<file path="config.mk">
export PLATFORM = sky130hd
export DESIGN_NAME = focrc_ctrl
export DESIGN_NICKNAME = d
export VERILOG_FILES = /design/src/focrc_pkg.sv /design/src/focrc_ctrl.sv
export VERILOG_INCLUDE_DIRS = /design/src
export SDC_FILE = /design/constraint.sdc
export NUM_CORES = 1
export LEC_CHECK = 0
export ABC_AREA = 1
export BUFFER_PORTS_ARGS = -buffer_cell sky130_fd_sc_hd__buf_2
export CAP_MARGIN = 20
export CORE_MARGIN = 2
export CORE_UTILIZATION = 56
export CTS_CLUSTER_SIZE = 12
export DETAILED_ROUTE_END_ITERATION = 7
export GPL_ROUTABILITY_DRIVEN = 1
export GPL_TIMING_DRIVEN = 1
export PLACE_DENSITY = 0.75
export REMOVE_ABC_BUFFERS = 1
export SLEW_MARGIN = 5
export SYNTH_ARGS = -nofsm -noshare
export SYNTH_HDL_FRONTEND = slang
export SYNTH_SLANG_ARGS = --single-unit
</file>
<file path="constraint.sdc">
create_clock -name clk_i -period 2.46 [get_ports clk_i]
set_input_delay 0.123 -clock clk_i [delete_from_list [all_inputs] [get_ports clk_i]]
set_output_delay 0.123 -clock clk_i [all_outputs]
set_load 0.01 [all_outputs]
</file>
<file path="src/focrc_regs.svh">
// Constants for the fast over-current retry controller.
// Assumes inclusion by the package and the controller only.
// Overview of operation
// - Retry code: limit current for delay time
// - Still limiting after delay: shut down, retry
// - Retry count zero: stay off until cleared
// - Codes one to six: that many attempts
// - Code seven: retry until off or fault
// - Attempts spaced by count times unit
// - Delay code n gives two-to-n units
// - One count for hold time and spacing
// - Unit length from separate unit register
// - Unit field bits 3:2: 1,4,16,256 ms
// - Any response sets fault status bit
`ifndef FOCRC_REGS_SVH
`define FOCRC_REGS_SVH
`define FOCRC_RESP_ADDR      8'hca
`define FOCRC_UNIT_ADDR      8'hc8
`define FOCRC_RESP_RST       8'h00
`define FOCRC_UNIT_RST       8'h00
`define FOCRC_RESP_MODE_HI   7
`define FOCRC_RESP_MODE_LO   6
`define FOCRC_RETRY_HI       5
`define FOCRC_RETRY_LO       3
`define FOCRC_DLY_HI         2
`define FOCRC_DLY_LO         0
`define FOCRC_IUNIT_HI       3
`define FOCRC_IUNIT_LO       2
`define FOCRC_MODE_RETRY     2'h3
`define FOCRC_RETRY_NONE     3'h0
`define FOCRC_RETRY_FOREVER  3'h7
`define FOCRC_CLK_MHZ        200
`define FOCRC_MS_CYCLES      (`FOCRC_CLK_MHZ * 1000)
`endif

</file>
<file path="src/focrc_pkg.sv">
// Types for the fast over-current retry controller.
// Assumes the constants header sits beside it.
`include "focrc_regs.svh"
package focrc_pkg;
  typedef enum logic [2:0] {
    FOCRC_IDLE  = 3'b000,
    FOCRC_LIMIT = 3'b001,
    FOCRC_WAIT  = 3'b010,
    FOCRC_START = 3'b011,
    FOCRC_LATCH = 3'b100
  } focrc_state_e;

  typedef struct packed {
    logic       wr;
    logic [7:0] addr;
    logic [7:0] data;
  } focrc_wr_s;

  typedef struct packed {
    logic enable;
    logic limit;
    logic fault;
  } focrc_pwr_s;
endpackage : focrc_pkg

</file>
<file path="src/focrc_ctrl.sv">
// Fast over-current fault response and retry sequencer.
// Assumes a command decoder delivering byte writes on this clock,
// and analog fault / limit flags arriving asynchronously.
`timescale 1ns/1ps
`include "focrc_regs.svh"
module focrc_ctrl #(
  parameter int unsigned MS_CYCLES = `FOCRC_MS_CYCLES
) (
  input  wire logic                  clk_i,
  input  wire logic                  rstn_i,
  input  wire focrc_pkg::focrc_wr_s  wr_i,
  input  wire logic                  oc_fault_i,
  input  wire logic                  oc_limiting_i,
  input  wire logic                  run_cmd_i,
  input  wire logic                  other_fault_i,
  input  wire logic                  fault_clear_i,
  output logic [7:0]                 resp_cfg_o,
  output logic [7:0]                 unit_cfg_o,
  output focrc_pkg::focrc_pwr_s      pwr_o,
  output logic                       fault_status_o,
  output logic [2:0]                 attempts_o
);
  import focrc_pkg::*;

  logic [1:0] rst_sync_r;
  logic       rst_n;
  logic [1:0] flt_s1_r, flt_s2_r;
  logic       flt_in, lim_in;

  // Reset leaves through two flops; logic starts two edges late
  always_ff @(posedge clk_i or negedge rstn_i) begin
    if (!rstn_i) begin
      rst_sync_r <= 2'h0;
    end else begin
      rst_sync_r <= {rst_sync_r[0], 1'b1};
    end
  end
  assign rst_n = rst_sync_r[1];

  // Pins from the analog stage pass two flops
  always_ff @(posedge clk_i or negedge rst_n) begin
    if (!rst_n) begin
      flt_s1_r <= 2'h0;
      flt_s2_r <= 2'h0;
    end else begin
      flt_s1_r <= {oc_limiting_i, oc_fault_i};
      flt_s2_r <= flt_s1_r;
    end
  end
  assign flt_in = flt_s2_r[0];
  assign lim_in = flt_s2_r[1];

  // Register file
  logic [7:0] resp_r, resp_nxt, unit_r, unit_nxt;
  always_comb begin
    resp_nxt = resp_r;
    unit_nxt = unit_r;
    if (wr_i.wr && wr_i.addr == `FOCRC_RESP_ADDR) begin
      resp_nxt = wr_i.data;
    end
    if (wr_i.wr && wr_i.addr == `FOCRC_UNIT_ADDR) begin
      unit_nxt = wr_i.data;
    end
  end

  // Decoded delay: units (2^n) times ms per unit
  logic [2:0]  dly_code;
  logic [1:0]  unit_code;
  logic [7:0]  dly_units;
  logic [8:0]  ms_per_unit;
  logic [15:0] dly_ms;
  assign dly_code  = resp_r[`FOCRC_DLY_HI:`FOCRC_DLY_LO];
  assign unit_code = unit_r[`FOCRC_IUNIT_HI:`FOCRC_IUNIT_LO];
  assign dly_units = 8'h01 << dly_code;
  always_comb begin
    case (unit_code)
      2'h0:    ms_per_unit = 9'h001;
      2'h1:    ms_per_unit = 9'h004;
      2'h2:    ms_per_unit = 9'h010;
      default: ms_per_unit = 9'h100;
    endcase
  end
  // Same count serves hold time and retry spacing
  assign dly_ms = 16'(dly_units * ms_per_unit);

  // Sequencer with ms prescaler
  focrc_state_e st_r, st_nxt;
  logic [31:0]  pre_r, pre_nxt;
  logic [15:0]  ms_r, ms_nxt;
  logic [2:0]   att_r, att_nxt;
  logic         stat_r, stat_nxt;
  logic         en_r, en_nxt, lim_r, lim_nxt;
  logic         fault_r, fault_nxt;
  logic [2:0]   retries;
  logic         tick, expired;

  assign retries = resp_r[`FOCRC_RETRY_HI:`FOCRC_RETRY_LO];
  // Ends on the last tick of the last ms of the delay
  assign tick    = (pre_r == MS_CYCLES - 1);
  assign expired = tick && (ms_r >= dly_ms - 16'h0001);

  always_comb begin
    st_nxt   = st_r;
    pre_nxt  = tick ? 32'h0 : pre_r + 32'h1;
    ms_nxt   = tick ? ms_r + 16'h0001 : ms_r;
    att_nxt  = att_r;
    stat_nxt = stat_r;
    en_nxt   = run_cmd_i;
    lim_nxt  = 1'b0;
    // Status set wins over a clear in the same cycle
    if (fault_clear_i) begin
      stat_nxt = 1'b0;
    end
    if (flt_in) begin
      stat_nxt = 1'b1;
    end

    case (st_r)
      FOCRC_IDLE: begin
        if (run_cmd_i && flt_in &&
            resp_r[`FOCRC_RESP_MODE_HI:`FOCRC_RESP_MODE_LO]
              == `FOCRC_MODE_RETRY) begin
          st_nxt  = FOCRC_LIMIT;
          pre_nxt = 32'h0;
          ms_nxt  = 16'h0;
          lim_nxt = 1'b1;
        end
      end
      FOCRC_LIMIT: begin
        lim_nxt = 1'b1;
        if (!lim_in && !flt_in) begin
          st_nxt  = FOCRC_IDLE;
          lim_nxt = 1'b0;
        end else if (expired) begin
          lim_nxt = 1'b0;
          en_nxt  = 1'b0;
          pre_nxt = 32'h0;
          ms_nxt  = 16'h0;
          if (retries == `FOCRC_RETRY_NONE ||
              (retries != `FOCRC_RETRY_FOREVER && att_r >= retries)) begin
            st_nxt = FOCRC_LATCH;
          end else begin
            st_nxt = FOCRC_WAIT;
          end
        end
      end
      // Off time is one full delay; a failing attempt adds its hold
      FOCRC_WAIT: begin
        en_nxt = 1'b0;
        if (expired) begin
          st_nxt  = FOCRC_START;
          en_nxt  = run_cmd_i;
          if (retries != `FOCRC_RETRY_FOREVER) begin
            att_nxt = att_r + 3'h1;
          end
        end
      end
      FOCRC_START: begin
        pre_nxt = 32'h0;
        ms_nxt  = 16'h0;
        st_nxt  = flt_in ? FOCRC_LIMIT : FOCRC_IDLE;
        lim_nxt = flt_in;
      end
      FOCRC_LATCH: begin
        en_nxt = 1'b0;
        if (fault_clear_i) begin
          st_nxt = FOCRC_IDLE;
        end
      end
      default: st_nxt = FOCRC_IDLE;
    endcase

    // Off command or other fault end any sequence
    if (!run_cmd_i || other_fault_i) begin
      st_nxt  = FOCRC_IDLE;
      en_nxt  = 1'b0;
      lim_nxt = 1'b0;
    end

    // Count survives one cycle after START so a clean restart shows it
    if (!run_cmd_i || fault_clear_i || st_nxt == FOCRC_IDLE) begin
      if (st_r != FOCRC_START || !run_cmd_i || fault_clear_i) begin
        att_nxt = 3'h0;
      end
    end
    // Latched flag kept in a flop so the output is registered
    fault_nxt = (st_nxt == FOCRC_LATCH);
  end

  always_ff @(posedge clk_i or negedge rst_n) begin
    if (!rst_n) begin
      resp_r <= `FOCRC_RESP_RST;
      unit_r <= `FOCRC_UNIT_RST;
      st_r   <= FOCRC_IDLE;
      pre_r  <= 32'h0;
      ms_r   <= 16'h0;
      att_r  <= 3'h0;
      stat_r <= 1'b0;
      en_r   <= 1'b0;
      lim_r  <= 1'b0;
      fault_r <= 1'b0;
    end else begin
      resp_r <= resp_nxt;
      unit_r <= unit_nxt;
      st_r   <= st_nxt;
      pre_r  <= pre_nxt;
      ms_r   <= ms_nxt;
      att_r  <= att_nxt;
      stat_r <= stat_nxt;
      en_r   <= en_nxt;
      lim_r  <= lim_nxt;
      fault_r <= fault_nxt;
    end
  end

  assign resp_cfg_o     = resp_r;
  assign unit_cfg_o     = unit_r;
  assign pwr_o          = '{
    enable: en_r,
    limit:  lim_r,
    fault:  fault_r
  };
  assign fault_status_o = stat_r;
  assign attempts_o     = att_r;
endmodule : focrc_ctrl

</file>
==> results.json <==
{
  "status": "complete, but fails checks",
  "failed_checks": "negative setup slack",
  "drt-wirelength-per-cell_um": 15.0,
  "worst_slew_margin_rel_pct": 61.8,
  "fp-row-count": 38,
  "globalplace.congestion": 0.917,
  "placed_cell_area_sq_um": 7010,
  "post_synth_edffs": 0,
  "yosysWarningCount": 0,
  "cp-end-kind": "flip-flop",
  "synth_flop_cell": "sky130_fd_sc_hd__dfrtp_1",
  "finalWirelength_mm": 16.1,
  "critical-path-top-cell-by-count": "sky130_fd_sc_hd__nand2_2",
  "worst_ep_required_time_ps": 2720,
  "dpl.cell_count": 1033,
  "worstPathMaxFanout": 6,
  "clkLatencyLatePin_ps": 370,
  "vias": 5792,
  "final_common_cell": "sky130_fd_sc_hd__inv_1",
  "regArea_sq_um": 2010,
  "antenna_cells_inserted": 0,
  "timing.max_cap.violations": 0,
  "ios": 47,
  "fp.coreArea_sq_um": 10700,
  "grt_util_all_layers_pct": 26.7,
  "tritoncts": "yes",
  "final_net_count": 1030,
  "post-place-ws_ps": -3140,
  "hold_class": "input port to flip-flop",
  "initial_utilization_pct": 57.1,
  "die_width_um": 109,
  "fillCellCount": 795,
  "tightestPinTransition_ps": 567,
  "period_needed_ps": 5300,
  "finalCoreUtilization_pct": 73.0,
  "die_y_um": 109,
  "die-area_sq_um": 11800,
  "mapped_avg_cell_area_sq_um": 7.79,
  "crit_slowest_cell": "sky130_fd_sc_hd__fa_1",
  "clkSlewWorstSetupHoldPaths_ps": 90,
  "multi_input_area_sq_um": 3920,
  "wire_length_of_the_first_global_routing_pass_mm": 25.0,
  "static-leakage-power_uw": 0.00399,
  "finalCritPeriodShare_pct": 215,
  "drt-vias-per-instance": 5.39,
  "area_delta_synth_final_pct": 27.8,
  "slew_viol_final": 0,
  "power_density_nw_per_um2": 548,
  "antenna_violating_nets_post_route": 0,
  "worst_clock_skew_ps": 10.4,
  "path_class": "flip-flop to flip-flop",
  "grt_start_max_net_pins": 56,
  "finalSetupViolCount": 25,
  "gr-total-overflow": 0,
  "timing.critical_path.slowest_cell_delay_ps": 520,
  "cts_root_buffer": "sky130_fd_sc_hd__clkbuf_8",
  "number_of_global_route_vias_before_repair": 5646,
  "placement.io_buffers": 46,
  "totalNegativeSetupSlack_ps": -68970,
  "synth_sequential_area_ratio_pct": 32.6,
  "number_of_antenna_violations_at_the_first_check_in_global_routing": 0,
  "h-tree-depth": 3,
  "data_arrival_time_of_the_critical_path_ps": 5560,
  "finalWorstSetupSlack_ps": -2840,
  "layoutNonFillerInstCount": 1074,
  "numCtsBuffers": 9,
  "layout-drive-gt1-share_pct": 28.5,
  "ir_drop_v": 0.000516,
  "ctsLongestPathBuffers": 2,
  "syn-cell-area_sq_um": 6140,
  "max_freq_ghz": 0.189,
  "drc": 0,
  "flops_latches_synth": 80,
  "worst_setup_path_start_kind": "flip-flop",
  "drt_iter0_drc": 429,
  "synth_cell_type_count": 41,
  "dp.final_hpwl_mm": 11.5,
  "unrepaired_setup_endpoints_after_global_routing": "true",
  "ys_async_sr_fraction_pct": 100,
  "most_frequent_cells_in_the_layout": "sky130_fd_sc_hd__inv_1 (118), sky130_fd_sc_hd__nand2_1 (99), sky130_fd_sc_hd__nor2_1 (95), sky130_fd_sc_hd__buf_4 (85), sky130_fd_sc_hd__dfrtp_1 (78)",
  "detailedRoute.firstPassIterationCount": 5,
  "tritoncts_num_sinks": 80,
  "finalInstanceArea_sq_um": 7840,
  "post_synthesis_instance_total": 788,
  "hold_viol_final": 0
}
## worst max-delay path, delay by kind of cell (launching register included)
family / cells / cell delay (ps)
and+or+nand+nor: 15 / 1700
AOI/OAI and AO/OA: 4 / 580
adders and majority gates: 5 / 2110
DFF: 1 / 440
buffers and inverters: 2 / 280
xor gates and xnor gates: 1 / 80
## cell usage after synthesis, types with 15 or more instances
cell | n | area share [%]
sky130_fd_sc_hd__a21oi_1 | 42 | 3.4
sky130_fd_sc_hd__nor3_1 | 36 | 2.9
sky130_fd_sc_hd__nand3_1 | 34 | 2.8
sky130_fd_sc_hd__ha_1 | 62 | 13
sky130_fd_sc_hd__fa_1 | 15 | 4.9
sky130_fd_sc_hd__xor2_1 | 24 | 3.4
sky130_fd_sc_hd__o21ai_0 | 34 | 2.8
sky130_fd_sc_hd__nand2_1 | 113 | 6.9
sky130_fd_sc_hd__dfrtp_1 | 80 | 33
sky130_fd_sc_hd__nand4_1 | 22 | 2.2
sky130_fd_sc_hd__nor2_1 | 105 | 6.4
sky130_fd_sc_hd__inv_1 | 130 | 8.0
## logic make-up after synthesis
logic type               synth area share [%]
AND/OR/NAND/NOR                          26.1
adder cells (fa/ha/maj)                  17.5
other                                  0.0611
buffers and inverters                    9.68
multiplexers                            0.163
XOR/XNOR                                 4.71
flip-flops                               32.6
AO/OA/AOI/OAI                            9.13
## area by class of cell
| class | instances | area share (%) |
|---|---|---|
| clock buffer | 10 | 1.75 |
| clock inverter | 6 | 1.18 |
| inverter | 138 | 6.60 |
| multi-input combinational | 559 | 50.0 |
| sequential | 80 | 25.6 |
| tap | 140 | 2.23 |
| timing repair buffer | 141 | 12.7 |
## power breakdown
part | switching (uW) | internal (uW)
clock | 511 | 602
combinational | 909 | 722
sequential | 128 | 1420
total | 1550 | 2750
## layer usage
metal	share of wire [%]	global-route usage [%]	up-vias	wire, um
li1	-	-	2853	-
met1	43	34.3	2765	6980
met2	51	46.3	145	8270
met3	3.4	4.00	29	548
met4	1.9	9.16	0	314
met5	0	0	-	0
## final timing paths
check / startpoint / to / slack [ps] / cells past startpoint
max: resp_cfg_o[0]$_DFFE_PN0P_ / attempts_o[1]$_DFF_PN0_ / -2840 / 27
min: wr_i[2] / unit_cfg_o[2]$_DFFE_PN0P_ / 20 / 3
max reg2reg: resp_cfg_o[0]$_DFFE_PN0P_ / attempts_o[1]$_DFF_PN0_ / -2840 / 27
min reg2reg: rst_sync_r[1]$_DFF_PN0_ / resp_cfg_o[6]$_DFFE_PN0P_ / 240 / 0
max in group asynchronous: rst_sync_r[1]$_DFF_PN0_ / pre_r[23]$_DFF_PN0_ / 1610 / 1
min in group asynchronous: rstn_i / rst_sync_r[1]$_DFF_PN0_ / 70 / 2
## state kept, by name (all words and copies together) (netlist names)
name	cells
ms_r	16
flt_s1_r	2
attempts_o	3
lim_r	1
en_r	1
st_r	3
pre_r	32
rst_sync_r	2
resp_cfg_o	8
fault_r	1
unit_cfg_o	8
flt_s2_r	2
fault_status_o	1
## what timing repair did
action,CTS,global route
endpoints found under the setup margin,25,25
hold buffers,4,0
buffers inserted,17,6
hold endpoints to repair,5,0
gates resized for setup,52,54
pin swaps,29,50
## metrics by stage
| stage | power, uW | hold WS, ps |
|---|---|---|
| 2_1_floorplan | 2400 | -173 |
| 3_3_place_gp | 2740 | -90.2 |
| 5_1_grt | 4550 | 39.0 |
| 6_report | 4290 | 24.5 |
| 3_5_place_dp | 2820 | -86.7 |
| 4_1_cts | 4100 | 10.1 |
(Power assumes the default switching activity.)
